===== src/pemb_defines.svh =====
// Constants of the paged external memory bus controller
`ifndef PEMB_DEFINES_SVH
`define PEMB_DEFINES_SVH

// ==============================
// Address control register layout
`define PEMB_ACR_PAGE_EN_BIT   7
`define PEMB_ACR_SEL_HI_BIT    1
`define PEMB_ACR_SEL_LO_BIT    0
`define PEMB_ACR_RESET         8'h00
`define PEMB_ACR_WR_MASK       8'h83

// ==============================
// Page select encodings
`define PEMB_SEL_ONE_CLK       2'h0
`define PEMB_SEL_TWO_CLK       2'h1
`define PEMB_SEL_FOUR_CLK      2'h2
`define PEMB_SEL_STRUCT2       2'h3

// ==============================
// Cycle lengths in system clocks
`define PEMB_HIT_LEN_SEL0      3'h1
`define PEMB_HIT_LEN_SEL1      3'h2
`define PEMB_HIT_LEN_SEL2      3'h4
`define PEMB_HIT_LEN_STRUCT2   3'h2
`define PEMB_CLASSIC_ADDR_LEN  3'h2
`define PEMB_CLASSIC_XFER_LEN  3'h2

`endif


===== src/pemb_pkg.sv =====
// Types of the paged external memory bus controller
package pemb_pkg;
  typedef enum logic [1:0] {
    PEMB_IDLE = 2'b00,
    PEMB_ADDR = 2'b01,
    PEMB_XFER = 2'b10
  } pemb_phase_e;

  typedef enum logic [1:0] {
    PEMB_FETCH = 2'b00,
    PEMB_READ  = 2'b01,
    PEMB_WRITE = 2'b10
  } pemb_kind_e;
endpackage


===== src/pemb_bus.sv =====
// Paged external memory bus controller: cycle sequencer, page tracking and pin drive
// Function
// Page mode enable one selects paged bus; zero selects classic multiplexed bus.
// Address control register accepts writes only while timed access is open.
// Selects 00, 01, 10 use structure one; hit/miss 1/2, 2/4, 4/8 clocks.
// Select 11 uses structure two; code fetch 2 clocks hit, 4 clocks miss.
// Structure one: high port carries both address bytes, low port carries data.
// Structure one fetch: low port floats, opcode latched at strobe rising edge.
// Structure one data: low port floats on reads, drives write data on writes.
// Upper address byte differing from previous external access is a page miss.
// Upper address byte equal to previous external access is a page hit.
// Structure one hit drives lower byte on high port, no address latch strobe.
// On hit the fetch, read or write strobe pulses; transfer on low port.
// Miss drives upper byte on high port first half with latch strobe.
// Miss first half keeps all strobes inactive and low port floating.
// Miss second half runs exactly like a hit cycle.
// Upper byte stored for comparison; first external access is a miss.
// Select 00 fetch strobe lasts full clock, stays active over back-to-back hits.
// Select 00 forces a miss for every external data move.
// Select 00 forces a miss on the fetch after an external data move.
// Select 01 holds fetch strobe active one full clock in code fetches.
// Data hit compare uses last external address, fetches included.
// Structure two: upper byte multiplexed with data on high port, lower byte on low.
// Structure two data accesses use four-clock classic form, hit or miss.
// Classic external cycle lasts four clocks.
// External latch captures upper byte on latch strobe, holds until next miss.
`include "pemb_defines.svh"
`timescale 1ns/1ns
`default_nettype none

module pemb_bus
  import pemb_pkg::*;
(
  // Clock and reset
  input  wire logic        mclk,
  input  wire logic        rst,
  // Address control register write port
  input  wire logic        cfgWrStb,
  input  wire logic [7:0]  cfgWrData,
  input  wire logic        timedAccessOpen,
  output logic             pageModeEnable,
  output logic [1:0]       pageSelect,
  // Access request and answer
  input  wire logic        reqValid,
  input  wire logic [1:0]  reqKind,
  input  wire logic [15:0] reqAddr,
  input  wire logic [7:0]  reqWrData,
  output logic             reqReady,
  output logic             rspValid,
  output logic [7:0]       rspData,
  output logic             pageMissOut,
  // External bus pins
  input  wire logic [7:0]  lowBusPortIn,
  output logic [7:0]       lowBusPortOut,
  output logic             lowBusPortOe,
  input  wire logic [7:0]  highBusPortIn,
  output logic [7:0]       highBusPortOut,
  output logic             highBusPortOe,
  output logic             addrLatchStrobe,
  output logic             programFetchStrobeN,
  output logic             readStrobeN,
  output logic             writeStrobeN
);

  // ==============================
  // Address control register
  logic [7:0] acr_q;
  logic       acrWrite;
  assign acrWrite       = cfgWrStb && timedAccessOpen;
  assign pageModeEnable = acr_q[`PEMB_ACR_PAGE_EN_BIT];
  assign pageSelect     = {acr_q[`PEMB_ACR_SEL_HI_BIT], acr_q[`PEMB_ACR_SEL_LO_BIT]};

  // Register write, gated by the timed access window
  always_ff @(posedge mclk) begin
    if (rst) begin
      acr_q <= `PEMB_ACR_RESET;
    end else if (acrWrite) begin
      acr_q <= cfgWrData & `PEMB_ACR_WR_MASK;
    end
  end

  // ==============================
  // Pin input synchronisers
  logic [7:0] lowSync1_q, lowSync2_q, highSync1_q, highSync2_q;
  always_ff @(posedge mclk) begin
    lowSync1_q  <= lowBusPortIn;
    lowSync2_q  <= lowSync1_q;
    highSync1_q <= highBusPortIn;
    highSync2_q <= highSync1_q;
  end

  // ==============================
  // Sequencer state
  pemb_phase_e phase_q;
  logic [2:0]  cnt_q;
  logic [1:0]  kind_q;
  logic [15:0] addr_q;
  logic [7:0]  wdat_q;
  logic        struct2_q, classic_q, sel01_q, miss_q;
  logic [2:0]  xferLen_q;
  logic [7:0]  lastUpper_q;
  logic        lastValid_q, afterMove_q;

  // Request decode and mode selection
  logic       lastClk, accept, isFetch, paged, struct2, classic, missNow;
  logic [2:0] hitLen, addrLen, xferLen;
  assign lastClk  = (phase_q == PEMB_XFER) && (cnt_q == 3'h0);
  assign reqReady = (phase_q == PEMB_IDLE) || lastClk;
  assign accept   = reqValid && reqReady;
  assign isFetch  = (reqKind == PEMB_FETCH);
  assign paged    = pageModeEnable;
  assign struct2  = paged && (pageSelect == `PEMB_SEL_STRUCT2);
  assign classic  = !paged || (struct2 && !isFetch);
  assign hitLen   = (pageSelect == `PEMB_SEL_ONE_CLK)  ? `PEMB_HIT_LEN_SEL0 :
                    (pageSelect == `PEMB_SEL_TWO_CLK)  ? `PEMB_HIT_LEN_SEL1 :
                    (pageSelect == `PEMB_SEL_FOUR_CLK) ? `PEMB_HIT_LEN_SEL2 :
                                                         `PEMB_HIT_LEN_STRUCT2;
  // Miss when upper byte changes, on the first access, or when select 00 forces it
  assign missNow  = !lastValid_q || (reqAddr[15:8] != lastUpper_q)
                    || ((pageSelect == `PEMB_SEL_ONE_CLK) && !isFetch)
                    || ((pageSelect == `PEMB_SEL_ONE_CLK) && afterMove_q);
  assign addrLen  = classic ? `PEMB_CLASSIC_ADDR_LEN : (missNow ? hitLen : 3'h0);
  assign xferLen  = classic ? `PEMB_CLASSIC_XFER_LEN : hitLen;

  // Phase and counter
  always_ff @(posedge mclk) begin
    if (rst) begin
      phase_q <= PEMB_IDLE;
      cnt_q   <= 3'h0;
    end else if (accept) begin
      phase_q <= (addrLen != 3'h0) ? PEMB_ADDR : PEMB_XFER;
      cnt_q   <= (addrLen != 3'h0) ? addrLen - 3'h1 : xferLen - 3'h1;
    end else if (phase_q == PEMB_ADDR && cnt_q == 3'h0) begin
      phase_q <= PEMB_XFER;
      cnt_q   <= xferLen_q - 3'h1;
    end else if (lastClk) begin
      phase_q <= PEMB_IDLE;
    end else if (phase_q != PEMB_IDLE) begin
      cnt_q <= cnt_q - 3'h1;
    end
  end

  // Access fields latched at acceptance
  always_ff @(posedge mclk) begin
    if (rst) begin
      kind_q    <= PEMB_FETCH;
      addr_q    <= 16'h0000;
      wdat_q    <= 8'h00;
      struct2_q <= 1'b0;
      classic_q <= 1'b1;
      sel01_q   <= 1'b0;
      miss_q    <= 1'b0;
      xferLen_q <= `PEMB_CLASSIC_XFER_LEN;
    end else if (accept) begin
      kind_q    <= reqKind;
      addr_q    <= reqAddr;
      wdat_q    <= reqWrData;
      struct2_q <= struct2;
      classic_q <= classic;
      sel01_q   <= paged && (pageSelect == `PEMB_SEL_TWO_CLK);
      miss_q    <= missNow;
      xferLen_q <= xferLen;
    end
  end

  // Page tracking: last upper byte of any external access
  always_ff @(posedge mclk) begin
    if (rst) begin
      lastUpper_q <= 8'h00;
      lastValid_q <= 1'b0;
      afterMove_q <= 1'b0;
    end else if (accept) begin
      lastUpper_q <= reqAddr[15:8];
      lastValid_q <= 1'b1;
      afterMove_q <= !isFetch;
    end
  end
  assign pageMissOut = miss_q;

  // ==============================
  // Pin drive
  logic inAddr, inXfer, isWr, fetchQ, strobeWin;
  assign inAddr    = (phase_q == PEMB_ADDR);
  assign inXfer    = (phase_q == PEMB_XFER);
  assign isWr      = (kind_q == PEMB_WRITE);
  assign fetchQ    = (kind_q == PEMB_FETCH);
  // Select 01 fetch strobe covers the last full clock only
  assign strobeWin = inXfer && (!(sel01_q && fetchQ) || cnt_q == 3'h0);

  assign addrLatchStrobe     = inAddr;
  assign programFetchStrobeN = !(strobeWin && fetchQ);
  assign readStrobeN         = !(strobeWin && kind_q == PEMB_READ);
  assign writeStrobeN        = !(strobeWin && isWr);

  // High port: upper byte in address phase and classic transfer, write data on structure two, else lower byte
  assign highBusPortOut = (inAddr || (classic_q && !struct2_q)) ? addr_q[15:8] :
                          struct2_q ? wdat_q : addr_q[7:0];
  // Structure two releases the high port for reads and fetches so memory can answer on it
  assign highBusPortOe  = inAddr || (inXfer && (!struct2_q || isWr));
  // Low port: lower byte on structure two and in the classic address phase, write data otherwise
  assign lowBusPortOut  = (struct2_q || (classic_q && inAddr)) ? addr_q[7:0] : wdat_q;
  assign lowBusPortOe   = struct2_q ? (inAddr || inXfer) :
                          classic_q ? (inAddr || (inXfer && isWr)) :
                                      (inXfer && isWr);

  // ==============================
  // Read data capture, delayed to match the synchronisers
  logic       endRead, fromHigh;
  logic [1:0] capDly_q, srcDly_q, doneDly_q;
  assign endRead  = lastClk && !isWr;
  assign fromHigh = struct2_q;

  always_ff @(posedge mclk) begin
    if (rst) begin
      capDly_q  <= 2'h0;
      srcDly_q  <= 2'h0;
      doneDly_q <= 2'h0;
      rspValid  <= 1'b0;
      rspData   <= 8'h00;
    end else begin
      capDly_q  <= {capDly_q[0], endRead};
      srcDly_q  <= {srcDly_q[0], fromHigh};
      doneDly_q <= {doneDly_q[0], lastClk};
      rspValid  <= doneDly_q[1];
      if (capDly_q[1]) begin
        rspData <= srcDly_q[1] ? highSync2_q : lowSync2_q;
      end
    end
  end
endmodule // pemb_bus

`default_nettype wire


===== config.mk =====
export PLATFORM = sky130hd
export DESIGN_NAME = pemb_bus
export DESIGN_NICKNAME = d
export VERILOG_FILES = /design/src/pemb_pkg.sv /design/src/pemb_bus.sv
export VERILOG_INCLUDE_DIRS = /design/src /design/src/src
export SDC_FILE = /design/constraint.sdc
export NUM_CORES = 1
export LEC_CHECK = 0
export BUFFER_PORTS_ARGS = -buffer_cell sky130_fd_sc_hd__buf_2
export CAP_MARGIN = 20
export CORE_UTILIZATION = 47
export DETAILED_ROUTE_END_ITERATION = 16
export GPL_TIMING_DRIVEN = 0
export PLACE_DENSITY_LB_ADDON = 0.12
export REMOVE_ABC_BUFFERS = 1
export SYNTH_ARGS = -nofsm -noshare
export SYNTH_HDL_FRONTEND = slang
export SYNTH_SLANG_ARGS = --single-unit

===== constraint.sdc =====
create_clock -name mclk -period 2.16 [get_ports mclk]
set_input_delay 0.216 -clock mclk [delete_from_list [all_inputs] [get_ports mclk]]
set_output_delay 0.216 -clock mclk [all_outputs]
set_load 0.02 [all_outputs]

Yosys cells after proc, flatten, opt, wreduce, memory -nomap -nowiden
Index checks and enable logic that the tools add are counted.
Widths: inputs -> output; s select.
- bits in registers: 98
- input port bits: 55
- output and inout port bits: 36
- word-level logic and storage cells: 107
- $add $sub $neg: 4
- equal/unequal tests: 9
- multiplexer cells: 21
- reduce and logical (&&, ||, !) cells: 50
- operator list (cell ; number):
    $mux 3 ; 11
    $mux 8 ; 4
    $logic_and 1x1->1 ; 19
    $logic_or 1x1->1 ; 12
    $sub 3x1->3 const B ; 4
    $logic_not 1->1 ; 9
    $reduce_bool 3->1 ; 3
    $eq 2x2->1 const B ; 4
    $logic_not 2->1 ; 4
    $mux 2 ; 4
    $ne 8x8->1 ; 1
    $eq 2x1->1 const B ; 3
    $logic_not 3->1 ; 1
    $ne 3x1->1 const B ; 1
    $mux 1 ; 2
    $reduce_and 2->1 ; 1
    $reduce_bool 2->1 ; 1

Logic depth before layout (Yosys ltp)
- word-level depth: 10
- gate-level depth with buffers: 11
- depth with buffers taken out: 10

Worst setup path before layout
OpenSTA, ideal clock, no wires.
- path type: register -> register
- start point: reg phase_q[0]
- end point: reg cnt_q[2]
- library setup time: 0.120 ns
- data arrival time: 2.188 ns
- data required time: 2.040 ns
- slack: -0.147 ns
- cell stages (with the launch flop): 11
- path buffers: 2
- period minus slack after synthesis: 2.307 ns
- path through: dfxtp_1 -> inv_1 -> ha_1 -> nor4b_1 -> o21ai_0 -> clkbuf_1 -> buf_2 -> a21o_1 -> ha_1 -> nor3b_1 -> a211o_1
- longest elaborated chain between the ends: 6
- elaborated cells between the ends (all ways): 13
- those cells by class: eq/ne (3); mux (2); reduce/logical (8)
- ends and longest elaborated chain (item ; line ; source):
    from (decl) ; pemb_bus.sv:94 ; pemb_phase_e phase_q;
    from (signal assigned) ; pemb_bus.sv:131 ; phase_q <= (addrLen != 3'h0) ? PEMB_ADDR : PEMB_XFER;
    $eq 2x2->1 ; pemb_bus.sv:107 ; assign lastClk = (phase_q == PEMB_XFER) && (cnt_q == 3'h0);
    $logic_and 1x1->1 ; pemb_bus.sv:107 ;
    $logic_or 1x1->1 ; pemb_bus.sv:108 ; assign reqReady = (phase_q == PEMB_IDLE) || lastClk;
    $logic_and 1x1->1 ; pemb_bus.sv:109 ; assign accept = reqValid && reqReady;
    $ne 3x1->1 (no line) or $reduce_bool 3->1 (tied branches) ; -- ;
    $reduce_and 2->1 (no line) ; -- ;
    to (signal assigned) ; pemb_bus.sv:132 ; cnt_q <= (addrLen != 3'h0) ? addrLen - 3'h1 : xferLen - 3'h1;
    to (signal assigned) ; pemb_bus.sv:135 ; cnt_q <= xferLen_q - 3'h1;
    to (signal assigned) ; pemb_bus.sv:139 ; cnt_q <= cnt_q - 3'h1;
    to (decl) ; pemb_bus.sv:95 ; logic [2:0] cnt_q;
Several ways; a longest one is shown, not always the timed one.
A chain may end at the register's enable or synchronous reset.

Worst setup path in the final report
Ends and elaborated chain as after synthesis.

==> metrics.cfg <==
[run_status]
status=complete, but fails checks
violations=negative setup slack

[synth]
yosysTopAreaCell=dfxtp_1
synth_area_per_cell_sq_um=9.288
synth_area_sq_mm=0.003400
synth_top_flop_cell=dfxtp_1
async_flop_share=0
netlist_instances=366
synthTopCellsByArea=dfxtp_1 53%, a21oi_1 7.1%, nand2_1 7.0%, mux2_2 2.6%, mux2i_1 2.4%
ys_ff_latch=90
ys_warn_count=0
synth_edf_count=0
ys_seq_area_frac=0.5300
synth_cell_types=42
synth_top_area_share=0.5300

[worst_setup_path]
r2r_slack_ps=-1
path_max_fanout=3
arrival_ps=2470
cp.buffers_inverters=1
critical_path_class=flop to flop
cp_cell_sequence=inv_4 > ha_4 > nor4b_4 > o21ai_4 > or3_4 > o21a_1 > ha_1 > nor4_1 > a211o_1
cp_slowest_cell=dfxtp_2
crit_family=simple AND/OR/NAND/NOR gates
cp-endpoint=cnt_q[2]$_SDFFE_PP0P_
critical_path.startpoint_type=flop
cp_slowest_stage_delay_ps=350
reg2reg_depth=9
rr_startpoint=phase_q[0]$_SDFFE_PP0P_
crit_start=phase_q[0]$_SDFFE_PP0P_
critPathRequiredTime_ps=2470
path_depth=9
end_kind=flop
rr_endpoint=cnt_q[2]$_SDFFE_PP0P_

[layout]
n_antenna_cell=0
fin_area_sq_mm=0.004468
syn2layout_area_growth_pct=31.43
layout.nets=532
layout_commonest_cell=dfxtp_1
layout-drive-gt1-share=0.3054
mostFrequentLayoutCells=86 x dfxtp_1, 85 x buf_2, 63 x nand2_1, 47 x a21oi_1, 21 x nor2_1
instances_no_fill=574

[floorplan]
rows=30
die-area_sq_mm=0.007577
die_height_um=87.05
io-pin-count=91
initial_core_util=0.4922
core_sq_mm=0.006907
die_w_um=87.05

[clocking]
cts_tree=done
cts_buffers=9
htree_levels=3
root_buffer=clkbuf_8
clk_path_buf_depth=2
clk_pin_slew_ps=90
cts.sinks=90
clock_latency_ps=350

[timing]
relSlewSlack=0.6379
maxSlewViolCount=0
fin_skew_ps=6.218
finalCritPeriodShare=1.001
layout_min_cycle_time_ps=2161
fin_ws_ps=-1.199
rsz0062_at_grt=true
max_slew.worst_pin.slew_ps=542.4
finalHoldViolCount=0
fmax_mhz=462.7
setup_viol=1

[flow_run]
drv_cap=0

[placement]
dpl.cell_count=525
place_area_sq_mm=0.003881
dp_worst_setup_slack_ps=-728.3
gp_congestion=0.7496
port_buffers=85
dp_hpwl_um=4625

[grt]
grt_max_degree=61
grt_pass1_vias=2574
antenna_found_initial=0
overflow=0
track_usage=0.2140
grt_pass1_wl_um=12410

[power]
power_density_mw_per_mm2=882.1
ir_drop_mv=0.4777
combPwrFrac=0.234
p_seq_frac=0.488
switchingPower_mw=1.250
p_int_mw=2.692
clkPwrFrac=0.278
swShare=0.3171
p_leak_nw=1.833

[route]
initialDrtViolationCount=172
route.vias.total=2869
drcViolationCount=0
drtPass1Iterations=4
vias_per_cell=4.998
wl_um=7793
ant_nets=0
avgRoutedWirePerCell_um=13.58

[worst_hold_path]
hp-class=input pin to flop

-- power groups by stage --
stage	sequential, mW	clock [mW]	combinational, mW
final	1.92	1.10	0.923
after global routing	1.94	1.20	1.01
after CTS	1.92	1.13	0.879
after detailed placement	1.94	0	0.766
after global placement	1.93	0	0.716
after floorplan	1.92	0	0.480
-- layout make-up --
class                      count  area (sq um)
sequential                    90          1807
inverter                       7         28.78
tap                           96         120.1
timing repair buffer         120         785.8
multi-input combinational    245          1535
clock buffer                  10         137.6
fill                         600          2439
clock inverter                 6         53.80
-- Yosys cell counts (all sizes together), types with 9 or more instances --
| master | instances |
|---|---|
| o21ai | 10 |
| dfxtp | 90 |
| a21oi | 48 |
| clkbuf | 16 |
| nand2 | 63 |
| a211oi | 11 |
| nor3b | 9 |
| nor2 | 21 |
-- state kept, by name, indices dropped and copies added (netlist names), 3 cells and up --
name	count
addr_q	16
highSync1_q	8
highSync2_q	8
lowSync1_q	8
lowSync2_q	8
rspData	8
wdat_q	8
acr_q	3
cnt_q	3
xferLen_q	3
-- worst min-delay path by stage --
stage                                 from                     end  depth (start not counted)
global placement    highSync1_q[5]$_DFF_P_  highSync2_q[5]$_DFF_P_                          0
floorplan                 highBusPortIn[0]  highSync1_q[0]$_DFF_P_                          0
finish                        reqWrData[7]  wdat_q[7]$_SDFFE_PP0P_                          3
detailed placement  highSync1_q[0]$_DFF_P_  highSync2_q[0]$_DFF_P_                          0
global route                  reqWrData[3]  wdat_q[3]$_SDFFE_PP0P_                          3
CTS                             reqAddr[4]  addr_q[4]$_SDFFE_PP0P_                          3
-- layer usage --
layer	routed length [um]	up-vias	global-route usage	share of wire
met5	0	-	0	0
met4	102	0	0.07727	0.013
met3	463	11	0.03697	0.059
met2	3555	100	0.3321	0.46
met1	3672	1283	0.2987	0.47
li1	-	1475	-	-
-- metrics by stage --
step / TNS [ps] / total power, mW / util / hold slack, ps
finish: -1.199 / 3.941 / 0.6469 / 89.35
global route: -84.89 / 4.152 / 0.6469 / 90.90
CTS: 0 / 3.925 / 0.6361 / 79.12
detailed placement: -15050 / 2.705 / 0.5620 / 312.1
global placement: -99960 / 2.651 / 0.5534 / 309.6
floorplan: -41030 / 2.402 / - / 243.7
-- kinds of logic after synthesis --
family,synth area share
AO/OA/AOI/OAI,0.1642
XOR/XNOR,0.02061
adder cells (fa/ha/maj),0.01472
buffers and inverters,0.04380
flip-flops,0.5300
multiplexers,0.05006
AND/OR/NAND/NOR,0.1767
-- worst reg2reg max path, cell delays in order, from the launching register on --
cell and delay [ps]:
dfxtp_2 350, inv_4 70, ha_4 150, nor4b_4 290, o21ai_4 100, or3_4 350, o21a_1 130, ha_1 190
nor4_1 340, a211o_1 140
-- timing repair --
action                                 4_1_cts  5_1_grt
pin swaps                                    4        2
setup endpoints to repair                   53       18
endpoints found under the hold margin       16        0
hold buffers                                16        0
setup buffers                               10        6
gates resized for setup                     16        4
(Power assumes the default switching activity.)
